### config.mk
export PLATFORM = sky130hd
export DESIGN_NAME = shared_timer_prescaler_clock_select
export DESIGN_NICKNAME = d
export VERILOG_FILES = /design/src/prescaler_pkg.sv /design/src/pin_count_sync.sv /design/src/tick_source_mux.sv /design/src/shared_timer_prescaler_clock_select.sv
export SDC_FILE = /design/constraint.sdc
export NUM_CORES = 1
export LEC_CHECK = 0
export ABC_AREA = 1
export BUFFER_PORTS_ARGS = -buffer_cell sky130_fd_sc_hd__buf_2
export CAP_MARGIN = 0
export CORE_UTILIZATION = 55
export DETAILED_ROUTE_END_ITERATION = 10
export PLACE_DENSITY = 0.76
export SYNTH_ARGS = -nofsm -noshare
export SYNTH_HDL_FRONTEND = slang
export SYNTH_SLANG_ARGS = --single-unit
export TNS_END_PERCENT = 50
### constraint.sdc
create_clock -name core_clk -period 2.5 [get_ports core_clk]
set_input_delay 0.25 -clock core_clk [delete_from_list [all_inputs] [get_ports core_clk]]
set_output_delay 0.25 -clock core_clk [all_outputs]
set_load 0.005 [all_outputs]
### src/prescaler_pkg.sv
// shared constants for the timer prescaler and tick source selection
package prescaler_pkg;
    // bus widths
    localparam int ADDR_W = 8;
    localparam int DATA_W = 8;
    // divider and selection widths
    localparam int DIV_W = 10;
    localparam int SEL_W = 3;
    // number of prescaler taps
    localparam int TAP_N = 4;
    // low divider bits that must all be one for each tap
    localparam int TAP8_BITS = 3;
    localparam int TAP64_BITS = 6;
    localparam int TAP256_BITS = 8;
    localparam int TAP1024_BITS = 10;
    // tap indices
    localparam int TAP_IDX_8 = 0;
    localparam int TAP_IDX_64 = 1;
    localparam int TAP_IDX_256 = 2;
    localparam int TAP_IDX_1024 = 3;
    // tick source encodings, in their register order 0..7
    typedef enum logic [SEL_W-1:0] {
        SEL_OFF, SEL_DIRECT, SEL_DIV8, SEL_DIV64,
        SEL_DIV256, SEL_DIV1024, SEL_PIN_FALL, SEL_PIN_RISE
    } tick_source_e;
    // register offsets
    localparam logic [ADDR_W-1:0] MISC_FUNCTION_OFS = 8'h00;
    localparam logic [ADDR_W-1:0] TIMER_A_CTRL_OFS = 8'h01;
    localparam logic [ADDR_W-1:0] TIMER_B_CTRL_OFS = 8'h02;
    localparam logic [ADDR_W-1:0] TIMER_A_COUNT_OFS = 8'h03;
    localparam logic [ADDR_W-1:0] TIMER_B_COUNT_OFS = 8'h04;
    localparam logic [ADDR_W-1:0] DIV_LOW_OFS = 8'h05;
    localparam logic [ADDR_W-1:0] DIV_HIGH_OFS = 8'h06;
    localparam logic [ADDR_W-1:0] PIN_STATE_OFS = 8'h07;
    // field positions and reset values
    localparam int DIVIDER_RESET_BIT = 0;
    localparam int PIN_A_BIT = 0;
    localparam int PIN_B_BIT = 1;
    localparam logic [DIV_W-1:0] DIV_RESET_VAL = 10'h000;
    localparam logic [DATA_W-1:0] COUNT_RESET_VAL = 8'h00;
    localparam logic [DATA_W-1:0] READ_ZERO = 8'h00;
endpackage : prescaler_pkg

### src/pin_count_sync.sv
// count pin synchroniser and edge detector
`timescale 1ns/1ns
`default_nettype none
module pin_count_sync (
    input wire logic core_clk,
    input wire logic rst_n,
    input wire logic pin,
    output logic level,
    output logic rise,
    output logic fall
);
    logic half_q;
    logic sync1_q;
    logic sync2_q;
    logic level_q;
    logic agree;

    // half-cycle capture, stands in for the clock-high transparent latch
    always_ff @(negedge core_clk or negedge rst_n) begin
        if (!rst_n) begin
            half_q <= 1'b0;
        end else begin
            half_q <= pin;
        end
    end

    // rising-edge stages, then the accepted level
    always_ff @(posedge core_clk or negedge rst_n) begin
        if (!rst_n) begin
            sync1_q <= 1'b0;
            sync2_q <= 1'b0;
            level_q <= 1'b0;
        end else begin
            sync1_q <= half_q;
            sync2_q <= sync1_q;
            if (agree) begin
                level_q <= sync2_q;
            end
        end
    end

    // a change counts once the second and third stages agree
    assign agree = (sync1_q == sync2_q);
    assign level = level_q;
    assign rise = agree & sync2_q & ~level_q;
    assign fall = agree & ~sync2_q & level_q;
endmodule : pin_count_sync
`default_nettype wire

### src/tick_source_mux.sv
// per-timer tick source selection
`timescale 1ns/1ns
`default_nettype none
module tick_source_mux
    import prescaler_pkg::*;
(
    input wire logic core_clk,
    input wire logic rst_n,
    input wire logic [SEL_W-1:0] source_select,
    input wire logic [TAP_N-1:0] tap_pulse,
    input wire logic pin_rise,
    input wire logic pin_fall,
    output logic tick
);
    logic tick_q;
    logic tick_d;

    // decode of the three-bit source select
    always_comb begin
        case (tick_source_e'(source_select))
            SEL_OFF: tick_d = 1'b0;
            SEL_DIRECT: tick_d = 1'b1;
            SEL_DIV8: tick_d = tap_pulse[TAP_IDX_8];
            SEL_DIV64: tick_d = tap_pulse[TAP_IDX_64];
            SEL_DIV256: tick_d = tap_pulse[TAP_IDX_256];
            SEL_DIV1024: tick_d = tap_pulse[TAP_IDX_1024];
            SEL_PIN_FALL: tick_d = pin_fall;
            SEL_PIN_RISE: tick_d = pin_rise;
            default: tick_d = 1'b0;
        endcase
    end

    // one-cycle tick register
    always_ff @(posedge core_clk or negedge rst_n) begin
        if (!rst_n) begin
            tick_q <= 1'b0;
        end else begin
            tick_q <= tick_d;
        end
    end

    assign tick = tick_q;
endmodule : tick_source_mux
`default_nettype wire

### src/shared_timer_prescaler_clock_select.sv
// shared prescaler, pin sync and tick source select for two timers
//
// Strobed register access and the register addresses were decided locally.
`timescale 1ns/1ns
`default_nettype none
// How it works
// - one divider feeds both timers, each timer selects its own source.
// - select value 1 ticks the timer every system clock cycle.
// - four taps divide the system clock by 8, 64, 256 and 1024.
// - select 0 off, 1 direct, 2-5 taps, 6 pin falling, 7 pin rising.
// - with no source selected no tick is produced.
// - the divider runs freely, untouched by any source selection change.
// - first prescaled tick arrives 1 to N+1 cycles after selection.
// - a divider reset shifts the tap phase for both timers together.
// - writing one resets the divider, hardware then clears the bit.
// - the divider reset bit always reads back as zero.
// - the count pin is sampled each cycle, synchronised, then edge detected.
// - half-cycle capture on clock high, then rising-edge registers.
// - one tick per detected edge, rising for 7, falling for 6.
// - pin edge to tick takes 2.5 to 3.5 system clock cycles.
// - pin edges become ticks directly, without any division.
// - pin edges tick the timer even when the pin is an output.
module shared_timer_prescaler_clock_select
    import prescaler_pkg::*;
(
    input wire logic core_clk,
    input wire logic resetn,
    input wire logic [ADDR_W-1:0] reg_addr,
    input wire logic [DATA_W-1:0] reg_wdata,
    input wire logic reg_wr,
    input wire logic reg_rd,
    output logic [DATA_W-1:0] reg_rdata,
    input wire logic first_count_pin,
    input wire logic second_count_pin,
    output logic timer_a_tick,
    output logic timer_b_tick
);
    logic rst_meta_q;
    logic rst_n_q;
    logic [DIV_W-1:0] div_cnt_q;
    logic [DIV_W-1:0] div_cnt_d;
    logic divider_reset_bit_q;
    logic [SEL_W-1:0] timer_a_source_select_q;
    logic [SEL_W-1:0] timer_b_source_select_q;
    logic [DATA_W-1:0] count_a_q;
    logic [DATA_W-1:0] count_b_q;
    logic [DATA_W-1:0] reg_rdata_q;
    logic [DATA_W-1:0] read_mux;
    logic [TAP_N-1:0] tap_pulse;
    logic pin_a_level;
    logic pin_b_level;
    logic pin_a_rise;
    logic pin_a_fall;
    logic pin_b_rise;
    logic pin_b_fall;
    logic tick_a;
    logic tick_b;

    // reset release through two flops
    always_ff @(posedge core_clk or negedge resetn) begin
        if (!resetn) begin
            rst_meta_q <= 1'b0;
            rst_n_q <= 1'b0;
        end else begin
            rst_meta_q <= 1'b1;
            rst_n_q <= rst_meta_q;
        end
    end

    // register decode
    logic wr_misc;
    logic wr_ctrl_a;
    logic wr_ctrl_b;
    logic wr_count_a;
    logic wr_count_b;
    logic div_rst;
    assign wr_misc = reg_wr && (reg_addr == MISC_FUNCTION_OFS);
    assign wr_ctrl_a = reg_wr && (reg_addr == TIMER_A_CTRL_OFS);
    assign wr_ctrl_b = reg_wr && (reg_addr == TIMER_B_CTRL_OFS);
    assign wr_count_a = reg_wr && (reg_addr == TIMER_A_COUNT_OFS);
    assign wr_count_b = reg_wr && (reg_addr == TIMER_B_COUNT_OFS);
    // write-one reset request, a zero does nothing
    assign div_rst = wr_misc && reg_wdata[DIVIDER_RESET_BIT];

    // free-running divider, only a reset request restarts it
    assign div_cnt_d = div_rst ? DIV_RESET_VAL : div_cnt_q + 1'b1;

    // each tap fires when its low divider bits are all one
    assign tap_pulse[TAP_IDX_8] = &div_cnt_q[TAP8_BITS-1:0];
    assign tap_pulse[TAP_IDX_64] = &div_cnt_q[TAP64_BITS-1:0];
    assign tap_pulse[TAP_IDX_256] = &div_cnt_q[TAP256_BITS-1:0];
    assign tap_pulse[TAP_IDX_1024] = &div_cnt_q[TAP1024_BITS-1:0];

    always_ff @(posedge core_clk or negedge rst_n_q) begin
        if (!rst_n_q) begin
            div_cnt_q <= DIV_RESET_VAL;
        end else begin
            div_cnt_q <= div_cnt_d;
        end
    end

    // reset bit set by the write, cleared by hardware next cycle
    always_ff @(posedge core_clk or negedge rst_n_q) begin
        if (!rst_n_q) begin
            divider_reset_bit_q <= 1'b0;
        end else begin
            divider_reset_bit_q <= div_rst;
        end
    end

    // source select registers
    always_ff @(posedge core_clk or negedge rst_n_q) begin
        if (!rst_n_q) begin
            timer_a_source_select_q <= SEL_OFF;
            timer_b_source_select_q <= SEL_OFF;
        end else begin
            if (wr_ctrl_a) begin
                timer_a_source_select_q <= reg_wdata[SEL_W-1:0];
            end
            if (wr_ctrl_b) begin
                timer_b_source_select_q <= reg_wdata[SEL_W-1:0];
            end
        end
    end

    // pin sync, pin is read whatever its direction
    pin_count_sync u_sync_a (
        .core_clk(core_clk),
        .rst_n(rst_n_q),
        .pin(first_count_pin),
        .level(pin_a_level),
        .rise(pin_a_rise),
        .fall(pin_a_fall)
    );

    pin_count_sync u_sync_b (
        .core_clk(core_clk),
        .rst_n(rst_n_q),
        .pin(second_count_pin),
        .level(pin_b_level),
        .rise(pin_b_rise),
        .fall(pin_b_fall)
    );

    tick_source_mux u_mux_a (
        .core_clk(core_clk),
        .rst_n(rst_n_q),
        .source_select(timer_a_source_select_q),
        .tap_pulse(tap_pulse),
        .pin_rise(pin_a_rise),
        .pin_fall(pin_a_fall),
        .tick(tick_a)
    );

    tick_source_mux u_mux_b (
        .core_clk(core_clk),
        .rst_n(rst_n_q),
        .source_select(timer_b_source_select_q),
        .tap_pulse(tap_pulse),
        .pin_rise(pin_b_rise),
        .pin_fall(pin_b_fall),
        .tick(tick_b)
    );

    assign timer_a_tick = tick_a;
    assign timer_b_tick = tick_b;

    // tick counters, a write has priority over a count
    always_ff @(posedge core_clk or negedge rst_n_q) begin
        if (!rst_n_q) begin
            count_a_q <= COUNT_RESET_VAL;
            count_b_q <= COUNT_RESET_VAL;
        end else begin
            if (wr_count_a) begin
                count_a_q <= reg_wdata;
            end else if (tick_a) begin
                count_a_q <= count_a_q + 1'b1;
            end
            if (wr_count_b) begin
                count_b_q <= reg_wdata;
            end else if (tick_b) begin
                count_b_q <= count_b_q + 1'b1;
            end
        end
    end

    // read mux, unmapped offsets read zero
    always_comb begin
        read_mux = READ_ZERO;
        case (reg_addr)
            // reset bit never reads as one
            MISC_FUNCTION_OFS: read_mux = READ_ZERO;
            TIMER_A_CTRL_OFS: read_mux[SEL_W-1:0] = timer_a_source_select_q;
            TIMER_B_CTRL_OFS: read_mux[SEL_W-1:0] = timer_b_source_select_q;
            TIMER_A_COUNT_OFS: read_mux = count_a_q;
            TIMER_B_COUNT_OFS: read_mux = count_b_q;
            DIV_LOW_OFS: read_mux = div_cnt_q[DATA_W-1:0];
            DIV_HIGH_OFS: read_mux[DIV_W-DATA_W-1:0] = div_cnt_q[DIV_W-1:DATA_W];
            PIN_STATE_OFS: begin
                read_mux[PIN_A_BIT] = pin_a_level;
                read_mux[PIN_B_BIT] = pin_b_level;
            end
            default: read_mux = READ_ZERO;
        endcase
    end

    // read data stands only in the cycle after the strobe
    always_ff @(posedge core_clk or negedge rst_n_q) begin
        if (!rst_n_q) begin
            reg_rdata_q <= READ_ZERO;
        end else begin
            reg_rdata_q <= reg_rd ? read_mux : READ_ZERO;
        end
    end

    assign reg_rdata = reg_rdata_q;

    // checks on the tick and divider behaviour
    property p_direct_tick;
        @(posedge core_clk) disable iff (!rst_n_q)
        (timer_a_source_select_q == SEL_DIRECT) |=> timer_a_tick;
    endproperty
    a_direct_tick: assert property (p_direct_tick) else $error("direct source missed tick");

    property p_off_idle;
        @(posedge core_clk) disable iff (!rst_n_q)
        (timer_b_source_select_q == SEL_OFF) |=> !timer_b_tick;
    endproperty
    a_off_idle: assert property (p_off_idle) else $error("tick with no source");

    property p_div8_tap;
        @(posedge core_clk) disable iff (!rst_n_q)
        (timer_a_source_select_q == SEL_DIV8) |=>
            (timer_a_tick == $past(&div_cnt_q[TAP8_BITS-1:0]));
    endproperty
    a_div8_tap: assert property (p_div8_tap) else $error("divide by 8 tick wrong");

    property p_div_runs;
        @(posedge core_clk) disable iff (!rst_n_q)
        !div_rst |=> (div_cnt_q == $past(div_cnt_q) + 10'h001);
    endproperty
    a_div_runs: assert property (p_div_runs) else $error("divider did not advance");

    property p_div_zero;
        @(posedge core_clk) disable iff (!rst_n_q)
        div_rst |=> (div_cnt_q == DIV_RESET_VAL);
    endproperty
    a_div_zero: assert property (p_div_zero) else $error("divider not zeroed");

    property p_bit_self_clear;
        @(posedge core_clk) disable iff (!rst_n_q)
        div_rst ##1 !div_rst |-> divider_reset_bit_q ##1 !divider_reset_bit_q;
    endproperty
    a_bit_self_clear: assert property (p_bit_self_clear) else $error("reset bit stuck");

    property p_bit_reads_zero;
        @(posedge core_clk) disable iff (!rst_n_q)
        (reg_rd && reg_addr == MISC_FUNCTION_OFS) |=> (reg_rdata[DIVIDER_RESET_BIT] == 1'b0);
    endproperty
    a_bit_reads_zero: assert property (p_bit_reads_zero) else $error("reset bit read one");

    property p_rise_tick;
        @(posedge core_clk) disable iff (!rst_n_q)
        (timer_a_source_select_q == SEL_PIN_RISE) |=> (timer_a_tick == $past(pin_a_rise));
    endproperty
    a_rise_tick: assert property (p_rise_tick) else $error("rising edge tick wrong");

    property p_fall_only;
        @(posedge core_clk) disable iff (!rst_n_q)
        (timer_b_source_select_q == SEL_PIN_FALL) |=> (timer_b_tick == $past(pin_b_fall));
    endproperty
    a_fall_only: assert property (p_fall_only) else $error("falling edge tick wrong");

    property p_first_tick;
        @(posedge core_clk) disable iff (!rst_n_q)
        (timer_a_source_select_q == SEL_DIV64 && !div_rst) |->
            ##[1:65] (timer_a_tick || timer_a_source_select_q != SEL_DIV64 || div_rst);
    endproperty
    a_first_tick: assert property (p_first_tick) else $error("prescaled tick too late");

    property p_shared_phase;
        @(posedge core_clk) disable iff (!rst_n_q)
        (timer_a_source_select_q == SEL_DIV8 && timer_b_source_select_q == SEL_DIV8)
            |=> (timer_a_tick == timer_b_tick);
    endproperty
    a_shared_phase: assert property (p_shared_phase) else $error("timers out of phase");

    // main scenarios
    c_div_reset: cover property (@(posedge core_clk) disable iff (!rst_n_q) div_rst);
    c_div1024: cover property (@(posedge core_clk) disable iff (!rst_n_q)
        timer_b_source_select_q == SEL_DIV1024 && timer_b_tick);
    c_pin_rise: cover property (@(posedge core_clk) disable iff (!rst_n_q)
        timer_a_source_select_q == SEL_PIN_RISE && timer_a_tick);
    c_pin_fall: cover property (@(posedge core_clk) disable iff (!rst_n_q)
        timer_b_source_select_q == SEL_PIN_FALL && timer_b_tick);
endmodule : shared_timer_prescaler_clock_select
`default_nettype wire

# Word level (Yosys, flattened, before mapping)
# Cells that the tools add are included.
[op_classes]
add_sub_neg = 3
eq_ne = 23
mux = 11
bitwise = 12
n_reduce_logical = 15
[op_table]
columns = ["op", "count"]
rows = [
  ["2-to-1 mux 8 bit", 5],
  ["== test 8 x 3 -> 1 bit (second input constant)", 4],
  ["== test 3 bit (second input constant)", 8],
  ["adder 8 x 1 -> 8 bit (second input constant)", 2],
  ["== test 8 x 2 -> 1 bit (second input constant)", 2],
  ["one-hot mux 1 bit (8 select lines)", 2],
  ["one-hot mux 5 bit (3 select lines)", 1],
  ["one-hot mux 2 bit (7 select lines)", 1],
  ["== test 3 x 2 -> 1 bit (second input constant)", 4],
  ["adder 10 x 1 -> 10 bit (second input constant)", 1],
  ["2-to-1 mux 10 bit", 1],
  ["AND reduction 10 bit", 1],
  ["bitwise AND 1 bit", 8],
  ["== test 8 x 1 -> 1 bit (second input constant)", 1],
  ["zero test 8 bit", 1],
  ["AND reduction 8 bit", 1],
  ["== test 3 x 1 -> 1 bit (second input constant)", 2],
  ["logical AND 1 bit", 6],
  ["zero test 3 bit", 2],
  ["AND reduction 6 bit", 1],
  ["one-hot mux 1 bit (5 select lines)", 1],
  ["NOT 1 bit", 4],
  ["nonzero test 2 bit", 2],
  ["AND reduction 3 bit", 1],
  ["== test 1 bit", 2],
]
[word_totals]
ff_bits = 52
inputBits = 22
out_inout_bits = 10

# Longest topological paths before layout
[logic_depth]
depth_word = 4
depth_mapped = 9

# Hierarchy
# From an unflattened synthesis, not the netlist that was laid out.
[unflattened]
hier_cells = 399
hier_area_um2 = 3056.7
[by_module_without_submodules]
columns = ["mod", "instances", "cells_per_inst", "area_each_um2", "seq_area_each_um2"]
rows = [
  ["shared_timer_prescaler_clock_select", 1, 331, 2541.2, 1051.0],
  ["pin_count_sync", 2, 16, 162.7, 100.1],
  ["tick_source_mux", 2, 18, 95.1, 25.0],
]

==> run summary <==
number of buffers added by the clock tree synthesis step = 5
Worst R2R End = u_sync_a.sync1_q$_DFF_PN0_
FP Rows = 26
post-synthesis async set-or-reset flop share = 100%
logic gate share of total power = 23.4%
I/O Pins = 32
CP Launch Type = flop
final weighted congestion in routability-driven placement = 0.850
endpoint class of the critical path = flop
largest area contributor in the netlist = dfrtp_1
average footprint of a synthesized cell = 7.68 µm²
sequential-to-total area share from yosys stat = 44.2%
area of the placeable core = 5140 µm²
beginning of the worst hold path = reg_wdata[3]
Filler Cells Inserted = 467
hpwl dp = 4.83 mm
worst skew pair latency = 0.31 ns
die span in x = 75.1 µm
data arrival at the endpoint of the critical path = 1.95 ns
via count of the first global-routing pass = 2309
number of nets in the layout = 451
Bufs on Longest Clock Path = 2
vias post-DR = 2527
Die H = 75.1 µm
post-CTS setup repair buffer count = 0
hold_buf cts = 1
CP Max Fanout = 1
share of total power consumed by net switching = 35.7%
GRT Residual Overflow = 0
Inserted Diodes = 0
count of unresolved DRC violations after routing = 0
overall die area = 5650 µm²
Sink Count = 52
total wirelength of the detailed-routed design = 6.20 mm
number of instances in the synthesized netlist = 383
area used by multi-input combinational logic = 1360 µm²
clock-pin slew on the worst setup and hold paths = 0.09 ns
share of total power in the clock network = 22.4%
post-route clock skew = 0.00332 ns
power density cells = 682 nW/µm²
starting utilization of the core area = 57.3%
logic depth of the worst register-to-register path = 0
largest net degree at the start of global routing = 27
cell depth of the worst setup path = 0
global-route usage over all layers = 24.8%
proportion of netlist area held by the largest area contributor = 42.5%
area delta synth->final = 11.6%
drt wl/cell = 12.6 µm
share of power burned in registers = 54.2%
Psw = 800 µW
fraction of layout cells with a size suffix above 1 = 15.2%
FF-to-FF Start = u_sync_a.half_q$_DFF_NN0_
final total negative setup slack = 0 ns
Hold Worst Slack = 0.170 ns
global-route wire length before repair = 10.4 mm
ys flop type = dfrtp_1
peak ir drop on the vdd network = 0.000435 V
top-count cell post-synth = nand2_1
critical path endpoint = u_sync_a.sync1_q$_DFF_PN0_
drt first-iter violations = 175
TritonCTS clock tree = built
number of distinct standard cells referenced by the synthesized netlist = 33
P_int = 1440 µW
Synthesis Warnings = 0
Post-Route Utilization = 63.9%
required time at the endpoint of the critical path = 2.76 ns
Synth top cells by count = nand2_1 (82), inv_1 (63), dfrtp_1 (50)
count of input and output buffers = 31
class of the tightest hold or removal check = input port to flop
Vias per Instance = 5.14
max-slew violation count = 0
Routed Antenna Nets = 0
area taken by flip-flops and latches = 1300 µm²
critical path class = flop to flop
number of antenna violations at the first check in global routing = 0
cell chosen for the clock root = clkbuf_8
Finish-stage setup viols = 0
post-cts sizing count = 0
total number of H-tree levels = 2
largest cells by area after synthesis = dfrtp_1 (43%), nand2_1 (10%), inv_1 (8.0%), nand3_1 (6.5%), nor2_1 (6.3%)
number of enable-type register cells in the synthesized netlist = 0
netlist area before placement = 2940 µm²
number of detailed-route iterations in the first pass = 4
RSZ-0062 raised after global routing = false
result of the run = finished, final reports clean
reg2reg setup slack = 0.81 ns
number of hold violations in the final report = 0
net count after synthesis = 413
register bit count reported by yosys = 52
static leakage = 0.00173 µW
CP Launch Point = u_sync_a.half_q$_DFF_NN0_
max-cap violation count = 0
placed cells by master (no fill, tap or decap), drive strengths merged:
cell type / synthesis / layout
nand2: 88 / 88
inv: 66 / 66
nor2: 55 / 55
dfrtp: 50 / 50
nand3: 44 / 44
buf: 4 / 34
o21ai: 18 / 18
nor3: 16 / 16
xor2: 8 / 8
ha: 8 / 8
a21oi: 7 / 7
clkbuf: 0 / 6
nand4: 4 / 4
xnor2: 3 / 3
o2111ai: 2 / 2
a31oi: 2 / 2
o211ai: 2 / 2
clkinv: 0 / 2
dfrtn: 2 / 2
a211oi: 1 / 1
nor3b: 1 / 1
o22ai: 1 / 1
dlygate4sd3: 0 / 1
conb: 1 / 1
worst min path at each step:
| stage | endpoint | depth (start not counted) | slack, ns |
|---|---|---|---|
| final | count_a_q[3]$_DFFE_PN0P_ | 3 | 0.17 |
| after CTS | count_a_q[3]$_DFFE_PN0P_ | 3 | 0.17 |
| after global routing | count_a_q[3]$_DFFE_PN0P_ | 3 | 0.18 |
| after global placement | rst_meta_q$_DFF_PN0_ | 1 | 0.03 |
| after floorplan | rst_meta_q$_DFF_PN0_ | 0 | -0.05 |
| after detailed placement | rst_meta_q$_DFF_PN0_ | 1 | 0.04 |
power by group through the flow:
stage,Combinational (µW),Clock [µW],Sequential [µW]
2_1_floorplan,399,0,1170
3_5_place_dp,519,0,1230
3_3_place_gp,504,0,1220
4_1_cts,526,512,1210
6_report,524,501,1220
5_1_grt,615,544,1240
stage by stage:
step	total power, µW	std cells	setup slack (ns)	cell area [µm²]
global placement	1730	483	0.753	3180
finish	2240	492	0.811	3280
global route	2400	492	0.800	3280
detailed placement	1750	483	0.751	3180
CTS	2250	492	0.810	3280
floorplan	1570	383	0.432	2940
cell type report:
cell class | instances | area share (%)
inverter | 66 | 7.70
sequential | 52 | 39.7
multi-input combinational | 261 | 41.4
clock buffer | 6 | 2.52
timing repair buffer | 35 | 5.72
clock inverter | 2 | 0.305
tap | 70 | 2.67
registers in the layout, summed over array words and instances, names as in the netlist, 3 cells and up:
| register | flops |
|---|---|
| timer_a_source_select_q | 3 |
| timer_b_source_select_q | 3 |
| count_a_q | 8 |
| reg_rdata | 8 |
| count_b_q | 8 |
| div_cnt_q | 10 |
routing by layer:
layer  global-route usage [%]  routed length, µm
met1                     34.5               2960
met2                     39.4               2820
met5                        0                  0
met3                     4.28                290
met4                     8.02                126
logic make-up after synthesis:
family,Yosys count,synth area share [%]
other,1,0.127
adders and majority gates,8,3.40
AOI/OAI and AO/OA,33,6.25
DFF,52,44.2
and+or+nand+nor,208,33.2
buffers and inverters,70,9.57
xor gates and xnor gates,11,3.27
No activity file was read; power rests on OpenSTA's default activity.
